==> config.mk <==
export PLATFORM = sky130hd
export DESIGN_NAME = pll_factor_config_regs
export DESIGN_NICKNAME = d
export VERILOG_FILES = /design/src/inc/loop_cfg_pkg.sv /design/src/inc/loop_factor_if.sv /design/src/hw/loop_factor_decode.sv /design/src/hw/pll_factor_config_regs.sv
export VERILOG_INCLUDE_DIRS = /design/src /design/src/inc
export SDC_FILE = /design/constraint.sdc
export NUM_CORES = 1
export LEC_CHECK = 0
export ABC_AREA = 1
export CAP_MARGIN = 20
export CORE_ASPECT_RATIO = 1.5
export CORE_MARGIN = 4
export CORE_UTILIZATION = 40
export CTS_BUF_LIST = sky130_fd_sc_hd__clkbuf_4 sky130_fd_sc_hd__clkbuf_8
export DETAILED_ROUTE_END_ITERATION = 10
export DONT_BUFFER_PORTS = 1
export GPL_TIMING_DRIVEN = 0
export PLACE_DENSITY_LB_ADDON = 0.1
export SETUP_SLACK_MARGIN = 0.2
export SKIP_CTS_REPAIR_TIMING = 1
export SLEW_MARGIN = 20
export SYNTH_ARGS = -nofsm -noshare
export SYNTH_HDL_FRONTEND = slang
export SYNTH_SLANG_ARGS = --single-unit
==> constraint.sdc <==
create_clock -name clk -period 1.4 [get_ports clk]
set_clock_uncertainty 0.2 [all_clocks]
set_input_delay 0.35 -clock clk [delete_from_list [all_inputs] [get_ports clk]]
set_output_delay 0.35 -clock clk [all_outputs]
set_load 0.005 [all_outputs]
==> src/inc/loop_cfg_consts.svh <==
// constants for the loop factor configuration registers
`ifndef LOOP_CFG_CONSTS_SVH
`define LOOP_CFG_CONSTS_SVH
`define OFS_REF_PIN_SELECT 8'h12
`define OFS_PRE_DIVIDER 8'h14
`define OFS_INTEGER_FACTOR 8'h15
`define OFS_FRACTION_HIGH 8'h16
`define OFS_FRACTION_LOW 8'h17
`define OFS_R_FACTOR 8'h18
`define OFS_PROC_CLOCK_DIVIDER 8'h1B
`define RST_REF_PIN_SELECT 3'h0
`define RST_PRE_DIVIDER 4'h0
`define RST_INTEGER_FACTOR 6'h08
`define RST_FRACTION_HIGH 6'h00
`define RST_FRACTION_LOW 8'h00
`define RST_R_FACTOR 4'h0
`define RST_PROC_CLOCK_DIVIDER 7'h00
`define REF_CODE_PIN_ZERO 3'h3
`define REF_CODE_PIN_TWO 3'h5
`define FRACTION_MAX 14'h270F
`define AUTO_PRE_DIVIDE 5'h01
`define AUTO_INTEGER 6'h08
`define AUTO_FRACTION 14'h0000
`define AUTO_R 5'h01
`define AUTO_PROC_DIVIDE 8'h01
`define OUT_RST_PRE_DIVIDE 5'h01
`define OUT_RST_FRACTION 14'h0000
`define OUT_RST_R 5'h01
`define OUT_RST_PROC_DIVIDE 8'h01
`endif

==> src/inc/loop_cfg_pkg.sv <==
// types for the loop factor configuration registers
package loop_cfg_pkg;
  typedef enum logic [1:0] {
    REF_NONE,
    REF_PIN_ZERO,
    REF_PIN_TWO
  } ref_route_t;
endpackage

==> src/inc/loop_factor_if.sv <==
// factor fields handed from the register file to the factor decoder
`timescale 1ns/100ps
interface loop_factor_if;
  logic [2:0] ref_code;
  logic [3:0] pre_code;
  logic [5:0] int_code;
  logic [13:0] frac_code;
  logic [3:0] r_code;
  logic [6:0] proc_code;
  logic auto_mode;
  loop_cfg_pkg::ref_route_t route;
  logic [4:0] pre_div;
  logic [5:0] int_mult;
  logic [13:0] frac_mult;
  logic [4:0] r_mult;
  logic [7:0] proc_div;
  logic frac_bad;
  modport regs (output ref_code, pre_code, int_code, frac_code, r_code, proc_code, auto_mode,
    input route, pre_div, int_mult, frac_mult, r_mult, proc_div, frac_bad);
  modport dec (input ref_code, pre_code, int_code, frac_code, r_code, proc_code, auto_mode,
    output route, pre_div, int_mult, frac_mult, r_mult, proc_div, frac_bad);
endinterface

==> src/hw/loop_factor_decode.sv <==
// decodes factor codes into effective loop factors
`timescale 1ns/100ps
`include "loop_cfg_consts.svh"
module loop_factor_decode (
  loop_factor_if.dec f
);
  // code plus one, shared by the pre divider, the R factor and the processor divider
  function automatic logic [7:0] plus_one(input logic [6:0] code);
    plus_one = {1'b0, code} + 8'h01;
  endfunction

  wire [7:0] pre_full = plus_one({3'h0, f.pre_code});
  wire [7:0] r_full = plus_one({3'h0, f.r_code});
  wire [7:0] proc_full = plus_one(f.proc_code);

  // only two codes reach a pin, the rest mute the reference
  assign f.route = (f.ref_code == `REF_CODE_PIN_ZERO) ? loop_cfg_pkg::REF_PIN_ZERO :
    (f.ref_code == `REF_CODE_PIN_TWO) ? loop_cfg_pkg::REF_PIN_TWO :
    loop_cfg_pkg::REF_NONE;
  assign f.pre_div = f.auto_mode ? `AUTO_PRE_DIVIDE : pre_full[4:0];
  assign f.int_mult = f.auto_mode ? `AUTO_INTEGER : f.int_code;
  assign f.frac_mult = f.auto_mode ? `AUTO_FRACTION : f.frac_code;
  assign f.r_mult = f.auto_mode ? `AUTO_R : r_full[4:0];
  assign f.proc_div = f.auto_mode ? `AUTO_PROC_DIVIDE : proc_full;
  // flagged only, software owns keeping it legal
  assign f.frac_bad = f.frac_code > `FRACTION_MAX;
endmodule

==> src/hw/pll_factor_config_regs.sv <==
// loop factor configuration register group with decoded factor outputs
// Function
// - codes 011/101 pick pin; others mute
// - pre-divide equals code plus one
// - integer factor equals code, resets eight
// - multiplication is integer.fraction times R
// - fraction split high six, low eight
// - auto setup ignores factor fields, except pin route and fraction flag
// - pre, fraction, pin select reset zero
// - processor divider code plus one, 1-128
`timescale 1ns/100ps
`include "loop_cfg_consts.svh"
module pll_factor_config_regs (
  // clock and reset
  input wire logic clk,
  input wire logic rst_n,
  // control port register access
  input wire logic wr_en,
  input wire logic rd_en,
  input wire logic [7:0] addr,
  input wire logic [7:0] wr_data,
  output logic [7:0] rd_data,
  output logic rd_hit,
  // automatic clock setup mode level
  input wire logic auto_mode,
  // decoded loop settings
  output loop_cfg_pkg::ref_route_t ref_route,
  output logic mute_ref,
  output logic [4:0] pre_divide,
  output logic [5:0] integer_mult,
  output logic [13:0] fraction_mult,
  output logic [4:0] r_mult,
  output logic [7:0] processor_divide,
  output logic fraction_illegal
);
  // ----------------------------------------
  // field storage
  // ----------------------------------------
  logic [2:0] loop_ref_pin_select_reg;
  logic [3:0] loop_pre_divider_reg;
  logic [5:0] loop_integer_factor_reg;
  logic [5:0] fraction_high_reg;
  logic [7:0] fraction_low_reg;
  logic [3:0] loop_r_factor_reg;
  logic [6:0] processor_clock_divider_reg;
  logic [7:0] rd_data_next;
  logic rd_hit_next;
  // auto mode may come from another block's clock, so it is synchronised
  logic auto_mode_s1;
  logic auto_mode_s2;

  // ----------------------------------------
  // address decode
  // ----------------------------------------
  wire sel_ref = addr == `OFS_REF_PIN_SELECT;
  wire sel_pre = addr == `OFS_PRE_DIVIDER;
  wire sel_int = addr == `OFS_INTEGER_FACTOR;
  wire sel_fh = addr == `OFS_FRACTION_HIGH;
  wire sel_fl = addr == `OFS_FRACTION_LOW;
  wire sel_r = addr == `OFS_R_FACTOR;
  wire sel_proc = addr == `OFS_PROC_CLOCK_DIVIDER;
  wire any_sel = sel_ref | sel_pre | sel_int | sel_fh | sel_fl | sel_r | sel_proc;
  // unmapped offsets never match, so their writes fall away
  wire wr_ref = wr_en & sel_ref;
  wire wr_pre = wr_en & sel_pre;
  wire wr_int = wr_en & sel_int;
  wire wr_fh = wr_en & sel_fh;
  wire wr_fl = wr_en & sel_fl;
  wire wr_r = wr_en & sel_r;
  wire wr_proc = wr_en & sel_proc;

  // ----------------------------------------
  // writes, one register each
  // ----------------------------------------
  // illegal codes are stored as written; the host keeps them out
  always_ff @(posedge clk) begin
    if (!rst_n) begin
      loop_ref_pin_select_reg <= `RST_REF_PIN_SELECT;
    end else if (wr_ref) begin
      loop_ref_pin_select_reg <= wr_data[2:0];
    end
  end

  always_ff @(posedge clk) begin
    if (!rst_n) begin
      loop_pre_divider_reg <= `RST_PRE_DIVIDER;
    end else if (wr_pre) begin
      loop_pre_divider_reg <= wr_data[3:0];
    end
  end

  always_ff @(posedge clk) begin
    if (!rst_n) begin
      loop_integer_factor_reg <= `RST_INTEGER_FACTOR;
    end else if (wr_int) begin
      loop_integer_factor_reg <= wr_data[5:0];
    end
  end

  always_ff @(posedge clk) begin
    if (!rst_n) begin
      fraction_high_reg <= `RST_FRACTION_HIGH;
    end else if (wr_fh) begin
      fraction_high_reg <= wr_data[5:0];
    end
  end

  always_ff @(posedge clk) begin
    if (!rst_n) begin
      fraction_low_reg <= `RST_FRACTION_LOW;
    end else if (wr_fl) begin
      fraction_low_reg <= wr_data;
    end
  end

  always_ff @(posedge clk) begin
    if (!rst_n) begin
      loop_r_factor_reg <= `RST_R_FACTOR;
    end else if (wr_r) begin
      loop_r_factor_reg <= wr_data[3:0];
    end
  end

  always_ff @(posedge clk) begin
    if (!rst_n) begin
      processor_clock_divider_reg <= `RST_PROC_CLOCK_DIVIDER;
    end else if (wr_proc) begin
      processor_clock_divider_reg <= wr_data[6:0];
    end
  end

  // ----------------------------------------
  // reads, reserved bits return zero
  // ----------------------------------------
  assign rd_data_next =
    sel_ref ? {5'h00, loop_ref_pin_select_reg} :
    sel_pre ? {4'h0, loop_pre_divider_reg} :
    sel_int ? {2'h0, loop_integer_factor_reg} :
    sel_fh ? {2'h0, fraction_high_reg} :
    sel_fl ? fraction_low_reg :
    sel_r ? {4'h0, loop_r_factor_reg} :
    sel_proc ? {1'h0, processor_clock_divider_reg} : 8'h00;
  assign rd_hit_next = rd_en & any_sel;

  // ----------------------------------------
  // factor decode
  // ----------------------------------------
  loop_factor_if fif ();
  assign fif.ref_code = loop_ref_pin_select_reg;
  assign fif.pre_code = loop_pre_divider_reg;
  assign fif.int_code = loop_integer_factor_reg;
  assign fif.frac_code = {fraction_high_reg, fraction_low_reg};
  assign fif.r_code = loop_r_factor_reg;
  assign fif.proc_code = processor_clock_divider_reg;
  assign fif.auto_mode = auto_mode_s2;

  loop_factor_decode u_dec (
    .f(fif)
  );

  // ----------------------------------------
  // auto mode synchroniser
  // ----------------------------------------
  always_ff @(posedge clk) begin
    if (!rst_n) begin
      auto_mode_s1 <= 1'b0;
      auto_mode_s2 <= 1'b0;
    end else begin
      auto_mode_s1 <= auto_mode;
      auto_mode_s2 <= auto_mode_s1;
    end
  end

  // ----------------------------------------
  // registered read port
  // ----------------------------------------
  always_ff @(posedge clk) begin
    if (!rst_n) begin
      rd_data <= 8'h00;
      rd_hit <= 1'b0;
    end else begin
      rd_data <= rd_en ? rd_data_next : 8'h00;
      rd_hit <= rd_hit_next;
    end
  end

  // ----------------------------------------
  // registered reference route
  // ----------------------------------------
  always_ff @(posedge clk) begin
    if (!rst_n) begin
      ref_route <= loop_cfg_pkg::REF_NONE;
      mute_ref <= 1'b1;
    end else begin
      ref_route <= fif.route;
      mute_ref <= fif.route == loop_cfg_pkg::REF_NONE;
    end
  end

  // ----------------------------------------
  // registered factors; J, D and R leave together so the loop sees J.D * R
  // ----------------------------------------
  always_ff @(posedge clk) begin
    if (!rst_n) begin
      pre_divide <= `OUT_RST_PRE_DIVIDE;
      integer_mult <= `RST_INTEGER_FACTOR;
      fraction_mult <= `OUT_RST_FRACTION;
      r_mult <= `OUT_RST_R;
    end else begin
      pre_divide <= fif.pre_div;
      integer_mult <= fif.int_mult;
      fraction_mult <= fif.frac_mult;
      r_mult <= fif.r_mult;
    end
  end

  // ----------------------------------------
  // processor divider and fraction flag
  // ----------------------------------------
  // the flag is advisory only; nothing here blocks an illegal fraction
  always_ff @(posedge clk) begin
    if (!rst_n) begin
      processor_divide <= `OUT_RST_PROC_DIVIDE;
      fraction_illegal <= 1'b0;
    end else begin
      processor_divide <= fif.proc_div;
      fraction_illegal <= fif.frac_bad;
    end
  end
endmodule

==> results of run 1 <==
## where the power goes
| part | switching [W] | internal [W] | total (W) |
|---|---|---|---|
| combinational | 0.000170 | 0.000104 | 0.000274 |
| sequential | 0.00000429 | 0.00259 | 0.00259 |
| clock | 0.000943 | 0.000818 | 0.00176 |
## metal layers
layer | track usage | up-vias | routed length [um]
met5 | 0 | - | 13
met4 | 0.112 | 2 | 408
met3 | 0.0400 | 25 | 442
met2 | 0.309 | 64 | 5050
met1 | 0.205 | 1280 | 4070
li1 | - | 1441 | -
## worst max-delay path, stage by stage
cell           delay (ns)
dlygate4sd3_1        0.83
nor2_1               0.10
a211oi_1             0.16
## layout by cell type, fill, tap and decap left out, drive strengths merged, types with 2 or more instances in the layout
cell and instances:
dlygate4sd3 10, nand3 14, dfxtp 91, inv 62, nand3b 2, buf 31
nor4 3, nor2 79, nand2 51, o211ai 2, nand4 4, clkinv 8
o21ai 26, clkinvlp 5, a21oi 26, a211oi 24, nor3 8, ha 3
clkbuf 10, o22ai 2
## cell families (layout without fill, tap and decap cells)
family,after synthesis,in the layout,synth area share
AND/OR/NAND/NOR,162,163,0.215
flip-flops,91,91,0.517
AO/OA/AOI/OAI,82,82,0.167
buffers and inverters,78,127,0.0906
adder cells (fa/ha/maj),3,3,0.0107
## worst max-delay path by stage
stage                                              from                        endpoint  slack (ns)  depth (start not counted)
after global placement                          addr[7]           rd_data[3]$_SDFF_PP0_       -0.36                         11
after detailed placement                        addr[7]           rd_data[3]$_SDFF_PP0_       -0.36                         11
after global routing      fif.proc_code[1]$_SDFFE_PN0P_  processor_divide[5]$_SDFF_PP0_       -0.02                          7
after CTS                       auto_mode_s2$_SDFF_PN0_     fraction_mult[8]$_SDFF_PP0_       -0.18                          4
final                                        wr_data[2]      fif.r_code[2]$_SDFFE_PN0P_        0.04                          3
after floorplan                                 addr[7]    fif.pre_code[3]$_SDFFE_PN0P_       -0.16                          8
## area by class of cell
class	count	area, sq um
sequential	91	1890
multi-input combinational	248	1750
buffer	10	104
fill	818	3780
timing repair buffer	32	295
tap	107	134
timing repair inverter	1	7.51
clock buffer	9	124
clock inverter	7	68.8
inverter	68	357
## metrics by stage
step                      area [sq um]  TNS [ns]  setup slack, ns  power (W)   util
after global placement            3790    -13.44           -0.364    0.00282  0.446
after CTS                         3990     -2.95           -0.180    0.00456  0.468
final                             4740         0           0.0369    0.00463  0.556
after floorplan                   3660     -3.19           -0.157    0.00278      -
after detailed placement          3790    -14.21           -0.364    0.00282  0.446
after global routing              4740   -0.0158          -0.0158    0.00478  0.556
==> metrics.txt, run 1 <==
status finished, violations left; failing checks negative hold slack; Area Growth Syn to Fin 34.5%; nets@finish between 400 and 500; Lkg Pwr roughly 1.8 nW; diode count 0; Final Hold Slack -0.0741 ns; crit start category primary input; count leader, synth dfxtp_1; Synth area leaders dfxtp_1 52%, nor2_1 7.6%, a211oi_2 7.1%, inv_1 6.3%, nand2_1 4.5%; EDFF count, synth 0; WHS Endpoint fif.ref_code[1]$_SDFFE_PN0P_; Clock Path Buffers 2; Via density 4.91; Post-Synthesis Cell Area ~3500 sq um; critical path fanouts, max 6; row count 41; Yosys top cell area share 0.517; Synth Flop Type dfxtp_1; Worst slew margin 0.630; DP Wirelength between 6000 and 7000 um; Fin. Hold Viols 15; GRT Overall Usage 0.181; first-pass GRT wire length 14,100 um; Crit path required time 1.49 ns; clk slew on worst S/H paths ~0.09 ns; Final GP Congestion roughly 0.83; RSZ-0062 raised after global routing true; IO Pins 72; DR WL/cell about 17 um; Inst Count DP around 520; actual slew at the worst max-slew pin about 0.56 ns; Netlist cell types 37; WS Path Type primary input to register; global route overflow 0; 1st-iter DRT viols around 110; TritonRoute pass-1 iters 4; Clock Latency Late Sink 0.37 ns; Min-Delay Startpoint wr_data[1]; HP Class primary input to register; DRC 0; Post-Syn Instances roughly 420; VDD IR max approximately 0.58 mV; CTS Root Buffer Type clkbuf_8; clock sinks 91; capture point of the worst reg-to-reg path processor_divide[5]$_SDFF_PP0_; Ys Warns 0; Setup crit end kind register; Seq cells post-synth 91; highest achievable clock rate between 700 and 800 MHz; Post-synth top cells 91 x dfxtp_1, 71 x nor2_1, 59 x inv_1; Layout Cells excl Fill 573; Worst EP arrival between 1 and 1.5 ns; sequential fraction of the synthesis area 0.517; Mean Syn Cell Area 8.47 sq um; pin count of the biggest net entering global routing 16; max-cap violations 0; Tcrit/Tclk final 0.974; Reg2Reg Depth 7; Routed Antenna Nets 0; I/O Buffers 0; core area between 8000 and 9000 sq um; die height around 120 um; r2r setup slk 0.09 ns; largest register by flop count fraction_mult; die footprint 10,400 sq um; Yosys top cell by area dfxtp_1; WL final about 10000 um; Hold Path Stages 2; worst reg2reg path startpoint fif.proc_code[2]$_SDFFE_PN0P_; Starting Density 0.414; CTS tree yes; max reg flops 14; power density over the cells about 980 nW/um^2; cts bufs inserted 9; share of cells above drive strength 1 0.470; post-route minimum period between 1 and 1.5 ns; final count of pins violating max slew 0; Setup Viol. Count Final 0; FFs w/ async S/R, synth 0; deepest level of the CTS H-tree 3; chip width approximately 85 um; vias in the first global route approximately 2,700; Via Count 2,812; Synth Net Count 440; initial antenna violation count 1
Power figures use the tool's default switching activity.
==> inputs of run 2 (changes only) <==
--- a/config.mk
+++ b/config.mk
@@ -16,6 +16,7 @@
 export DONT_BUFFER_PORTS = 1
 export GPL_TIMING_DRIVEN = 0
 export PLACE_DENSITY_LB_ADDON = 0.1
+export REMOVE_ABC_BUFFERS = 1
 export SETUP_SLACK_MARGIN = 0.2
 export SKIP_CTS_REPAIR_TIMING = 1
 export SLEW_MARGIN = 20
==> run 2 against run 1 <==
  * The run still ends with negative hold slack left
  * Setup slack got worse by 0.022 ns
  * Final cell count shrank 4.0%
  * Clock power down 3%
  * Critical endpoint is now fif.r_code[0]$_SDFFE_PN0P_
  * Largest cell class unchanged
==> metrics.txt, run 2 (synthesis gave the netlist of run 1 again) <==
status finished, violations left; failing checks negative hold slack; Clock Latency Late Sink 0.37 ns (about the same); core area 8520 sq um (unchanged); vias in the first global route 2,558 (-4.5%); 1st-iter DRT viols 86 (-19%); Worst slew margin 0.672 (+0.0426); crit path buf inv count 1 (unchanged); max incr delay on CP 0.84 ns (about the same); Via density 5.04 (+2.7%); row count 41 (unchanged); most common cell after layout, fill and taps aside dfxtp_2; critical path fanouts, max 7 (+1); HP Class primary input to register; chip width 84.6 um (unchanged); Clock Path Buffers 2 (unchanged); nets@finish 462 (-4.7%); CTS Root Buffer Type clkbuf_8; largest register by flop count fraction_mult; initial antenna violation count 0 (-1); final count of pins violating max slew 0 (unchanged); GRT Overall Usage 0.168 (-0.0135); crit-path leading delay family buffers and inverters; TritonRoute pass-1 iters 4 (unchanged); crit start category primary input; sum of negative setup slack 0 ns (unchanged); post-route minimum period 1.38 ns (+0.0215 ns); deepest level of the CTS H-tree 3 (unchanged); global route overflow 0 (unchanged); share of cells above drive strength 1 0.411 (-0.0591); clk slew on worst S/H paths 0.08 ns (about the same); Area after DPL 3590 sq um (-5.3%); WS Path Type primary input to register; die footprint 10,400 sq um (unchanged); RSZ-0062 raised after global routing true; diode count 0 (unchanged); Final GP Congestion 0.859 (+3.7%); worst-path cell with the longest stage delay dlygate4sd3_1; Crit path required time 1.48 ns (about the same); VDD IR max 0.498 mV (-14%); Setup Viol. Count Final 0 (unchanged); commonest cells after routing, fill and taps aside 52 x dfxtp_2, 49 x inv_1, 45 x nor2_1; cts bufs inserted 9 (unchanged); Routed Antenna Nets 0 (unchanged); Reg area 1890 sq um (-0.13%); WL final 8890 um (-11%); pin count of the biggest net entering global routing 30 (+14); Starting Density 0.414 (unchanged); Via Count 2,773 (-1.4%); DP Wirelength 6210 um (-8.6%); crit path cell chain dlygate4sd3_1 -> nor2_1 -> a211oi_1; Fin. Hold Viols 23 (+8); DR WL/cell 16.2 um (-7.2%); Fillers 822 (+0.49%); first-pass GRT wire length 13,200 um (-6.7%); IO Pins 72 (unchanged); die height 123 um (unchanged); Final Hold Slack -0.102 ns (-0.0278 ns); design area 4410 sq um (-6.9%); DRC 0 (unchanged); max reg flops 14 (unchanged); max-cap violations 0 (unchanged); power density over the cells 1020 nW/um^2 (+4.6%); I/O Buffers 0 (unchanged); Worst EP arrival 1.47 ns (+0.02 ns); Setup crit end kind register; clock sinks 91 (unchanged); highest achievable clock rate 722 MHz (-1.6%); Lkg Pwr 1.59 nW (-10%); CTS tree yes; Tcrit/Tclk final 0.989 (+0.0154); area taken by multi-input logic gates 1650 sq um (-5.8%); Area Growth Syn to Fin 25.2%; actual slew at the worst max-slew pin 0.490 ns (-0.0655 ns)
[run 2: changes by cell type in the layout (fill, tap and decap cells not counted), moves of 4 or more]
cell	before	now
a21oi_1	18	24
nor2_4	17	11
nor2_2	10	22
buf_6	12	4
nor2_1	51	45
clkbuf_4	0	4
a21oi_2	8	2
buf_4	14	6
[run 2: layout make-up]
class / count / share of cell area
sequential: 91 / 0.429
multi-input combinational: 248 / 0.374
inverter: 68 / 0.0783
timing repair buffer: 20 / 0.0454
clock buffer: 15 / 0.0411
tap: 107 / 0.0304
clock inverter: 1 / 0.00170
[run 2: worst paths after layout]
path / startpoint / end / slack, ns / cells after the start
setup / recovery: wr_data[0] / fif.r_code[0]$_SDFFE_PN0P_ / 0.02 / 3
hold / removal: rst_n / auto_mode_s2$_SDFF_PN0_ / -0.10 / 2
setup reg to reg: fif.proc_code[0]$_SDFFE_PN0P_ / rd_data[0]$_SDFF_PN0_ / 0.08 / 7
hold reg to reg: auto_mode_s1$_SDFF_PN0_ / auto_mode_s2$_SDFF_PN0_ / 0.24 / 2
[run 2: metrics by stage]
stage	util	setup slack [ns]	instances	power, W	hold WS, ns
global route	0.518	-0.00606	550	0.00468	-0.107
detailed placement	0.422	-1.26	513	0.00278	0.206
floorplan	-	-0.677	406	0.00275	0.190
CTS	0.444	-0.859	529	0.00446	-0.133
finish	0.518	0.0154	550	0.00451	-0.102
global placement	0.422	-1.59	513	0.00278	0.210
[run 2: layer usage]
metal | global-route usage | vias up | share of wire
met5 | 0 | - | 0
met2 | 0.294 | 69 | 0.53
met4 | 0.0792 | 0 | 0.029
li1 | - | 1385 | -
met1 | 0.178 | 1299 | 0.39
met3 | 0.0613 | 20 | 0.055
[run 2: where the power goes]
group / leakage [nW] / internal [W] / switching, W
clock: 0.0976 / 0.000824 / 0.000874
sequential: 0.756 / 0.00259 / 0.00000422
combinational: 0.735 / 0.0000758 / 0.000140
total: 1.59 / 0.00349 / 0.00102
[run 2: worst register-to-register path: cells and delay by family, from the launching register on]
family                 cells  cell delay, ns
DFF                        1            0.37
and+or+nand+nor            5            0.47
buffers and inverters      2            0.17
==> inputs of run 3 (changes only) <==
--- a/config.mk
+++ b/config.mk
@@ -22,4 +22,5 @@
 export SLEW_MARGIN = 20
 export SYNTH_ARGS = -nofsm -noshare
 export SYNTH_HDL_FRONTEND = slang
+export SYNTH_HIERARCHICAL = 1
 export SYNTH_SLANG_ARGS = --single-unit
==> run 3 against run 2 <==
  * The flow still finishes with violations (negative hold slack)
  * Clock power up 16%
  * Non-clock buffer count up 5
  * Sequential power about the same
  * Count of clock-buffer cells in the layout down 4
  * Wire length up 11%
  * Synthesized cell count up 30%
  * Critical path depth up 4
  * Core utilization up 0.17 points
  * Global-route usage up 0.51 points
  * Power up 5.8%
  * Die area up 8.9%
  * Critical endpoint is now rd_data[0]$_SDFF_PN0_
==> metrics.txt, run 3 <==
status finished, violations left; failing checks negative hold slack; global route overflow 0 (unchanged); crit start category register; commonest cells after routing, fill and taps aside 104 x inv_1, 100 x nand2_1, 57 x dfxtp_2; 1st-iter DRT viols 147 (+71%); CTS Root Buffer Type clkbuf_8; Final GP Congestion 0.844 (-1.7%); actual slew at the worst max-slew pin 0.605 ns (+0.115 ns); die height 128 um (+4.4%); Reg2Reg Depth 7 (unchanged); crit path cell chain buf_6 -> nand3_2 -> o21ai_1 -> nor2_1 -> nand3_1 -> nand2_1 -> nand2_1; Lkg Pwr 2.16 nW (+36%); sequential fraction of the synthesis area 0.472 (-0.0456); RSZ-0062 raised after global routing true; max incr delay on CP 0.37 ns (-0.47 ns); FFs w/ async S/R, synth 0 (unchanged); max-cap violations 0 (unchanged); IO Pins 72 (unchanged); final count of pins violating max slew 0 (unchanged); diode count 0 (unchanged); Setup crit end kind register; Yosys top cell area share 0.472 (-0.0456); Mean Syn Cell Area 7.14 sq um (-16%); crit-path leading delay family simple AND/OR/NAND/NOR gates; Post-Synthesis Cell Area 3860 sq um (+9.7%); critical path capture point rd_data[0]$_SDFF_PN0_; row count 43 (+4.9%); Via density 4.86 (-3.6%); max reg flops 14 (unchanged); Synth Flop Type dfxtp_1; TritonRoute pass-1 iters 4 (unchanged); highest achievable clock rate 774 MHz (+7.2%); Starting Density 0.413 (-0.00102); clock sinks 91 (unchanged); WL final 9890 um (+11%); Area Growth Syn to Fin 25.9%; Tcrit/Tclk final 0.922 (-0.0667); clk slew on worst S/H paths 0.08 ns (about the same); r2r setup slk 0.11 ns (+0.03 ns); EDFF count, synth 0 (unchanged); power density over the cells 981 nW/um^2 (-4.0%); Worst EP arrival 1.35 ns (-0.12 ns); Clock Latency Late Sink 0.36 ns (about the same); Post-synth top cells 112 x nand2_1, 108 x inv_1, 91 x dfxtp_1; Seq cells post-synth 91 (unchanged); Via Count 3,299 (+19%); area taken by multi-input logic gates 1790 sq um (+8.1%); DRC 0 (unchanged); worst-path cell with the longest stage delay dfxtp_4; Worst slew margin 0.596 (-0.0760); Fin. Hold Viols 77 (+230%); count leader, synth nand2_1; core area 9360 sq um (+9.9%); cts bufs inserted 9 (unchanged); pin count of the biggest net entering global routing 69 (+130%); VDD IR max 0.532 mV (+6.9%); vias in the first global route 2,990 (+17%); DP Wirelength 6280 um (+1.1%); Critical Path Source fif.proc_code[0]$_SDFFE_PN0P_; initial antenna violation count 0 (unchanged); worst reg2reg path startpoint fif.proc_code[0]$_SDFFE_PN0P_; Util after Layout 0.520 (+0.00172); share of cells above drive strength 1 0.335 (-0.0757); CTS tree yes; largest register by flop count fraction_mult; crit path buf inv count 1 (unchanged); Netlist cell types 27 (-27%); deepest level of the CTS H-tree 3 (unchanged); DR WL/cell 14.6 um (-9.9%); Fillers 945 (+15%); Clock Path Buffers 2 (unchanged); chip width 88.2 um (+4.3%); Reg area 1920 sq um (+1.7%); Setup Viol. Count Final 0 (unchanged); Post-Syn Instances 541 (+30%); Crit path required time 1.46 ns (-0.02 ns); Ys Warns 6 (+6); Final Hold Slack -0.112 ns (-0.00967 ns); first-pass GRT wire length 15,100 um (+15%); CP dominant cell by count nand2_1; nets@finish 586 (+27%); Routed Antenna Nets 0 (unchanged); HP Class primary input to register; WS Path Type register to register; Synth area leaders dfxtp_1 47%, nand2_1 11%, inv_1 10%, a21oi_1 5.8%, nor2_1 5.1%; Yosys top cell by area dfxtp_1; I/O Buffers 0 (unchanged); die footprint 11,300 sq um (+8.9%); critical path fanouts, max 5 (-2); number of cells on the critical path 7 (+4); GRT Overall Usage 0.173 (+0.00506); post-route minimum period 1.29 ns (-0.0934 ns); capture point of the worst reg-to-reg path rd_data[0]$_SDFF_PN0_; most common cell after layout, fill and taps aside inv_1
run 3: changes by cell type in the layout (fill, tap and decap cells not counted), sizes merged, moves of 12 or more:
cell,delta
o21ai,+12
nor2,-21
nand3,+20
a21oi,+19
a211oi,-24
nand2,+68
inv,+52
run 3: cell families after synthesis:
logic type      Yosys count  share of synthesized area
fa+ha+maj                 3                    0.00972
simple gates            224                      0.255
buf+inv                 135                      0.145
compound gates           88                      0.119
flops                    91                      0.472
run 3: where the power goes:
group          internal [W]  switching (W)  leakage, nW
combinational     0.0000864       0.000119         1.27
clock               0.00109       0.000891        0.119
sequential          0.00258     0.00000549        0.764
run 3: layout make-up:
| cell class | instances | area share |
|---|---|---|
| Sequential cell | 91 | 0.395 |
| Clock buffer | 11 | 0.0311 |
| Inverter | 117 | 0.106 |
| Tap cell | 112 | 0.0288 |
| Timing Repair Buffer | 25 | 0.0545 |
| Timing Repair inverter | 1 | 0.00180 |
| Clock inverter | 5 | 0.0154 |
| Multi-Input combinational cell | 317 | 0.367 |
run 3: worst reg2reg max path, stage by stage (launching register included):
cell and delay, ns:
dfxtp_4 0.37, buf_6 0.12, nand3_2 0.05, o21ai_1 0.06, nor2_1 0.16, nand3_1 0.11
nand2_1 0.08, nand2_1 0.04
run 3: per-stage QoR:
step / cell area, sq um / instances / setup TNS, ns / setup WS, ns / power, W
finish: 4860 / 679 / 0 / 0.109 / 0.00477
global placement: 3880 / 635 / -47.10 / -0.831 / 0.00276
floorplan: 3740 / 523 / -19.97 / -0.469 / 0.00274
global route: 4860 / 679 / 0 / 0.0570 / 0.00498
CTS: 4110 / 651 / -29.84 / -0.606 / 0.00476
detailed placement: 3880 / 635 / -47.23 / -0.829 / 0.00276
run 3: worst min-delay path by stage:
stage / start / to / slack (ns) / depth (start not counted)
after floorplan: auto_mode_s1$_SDFF_PN0_ / auto_mode_s2$_SDFF_PN0_ / 0.19 / 2
after global placement: auto_mode_s1$_SDFF_PN0_ / auto_mode_s2$_SDFF_PN0_ / 0.19 / 2
after detailed placement: auto_mode_s1$_SDFF_PN0_ / auto_mode_s2$_SDFF_PN0_ / 0.20 / 2
after CTS: auto_mode / auto_mode_s1$_SDFF_PN0_ / -0.14 / 2
after global routing: rst_n / processor_divide[4]$_SDFF_PN0_ / -0.13 / 2
final: rst_n / r_mult[2]$_SDFF_PN0_ / -0.11 / 2
run 3: layer usage:
metal,part of all wire,track usage,vias to the layer above
li1,-,-,1701
met1,0.43,0.215,1507
met2,0.49,0.275,77
met3,0.062,0.0512,14
met4,0.019,0.0756,0
met5,0,0,-
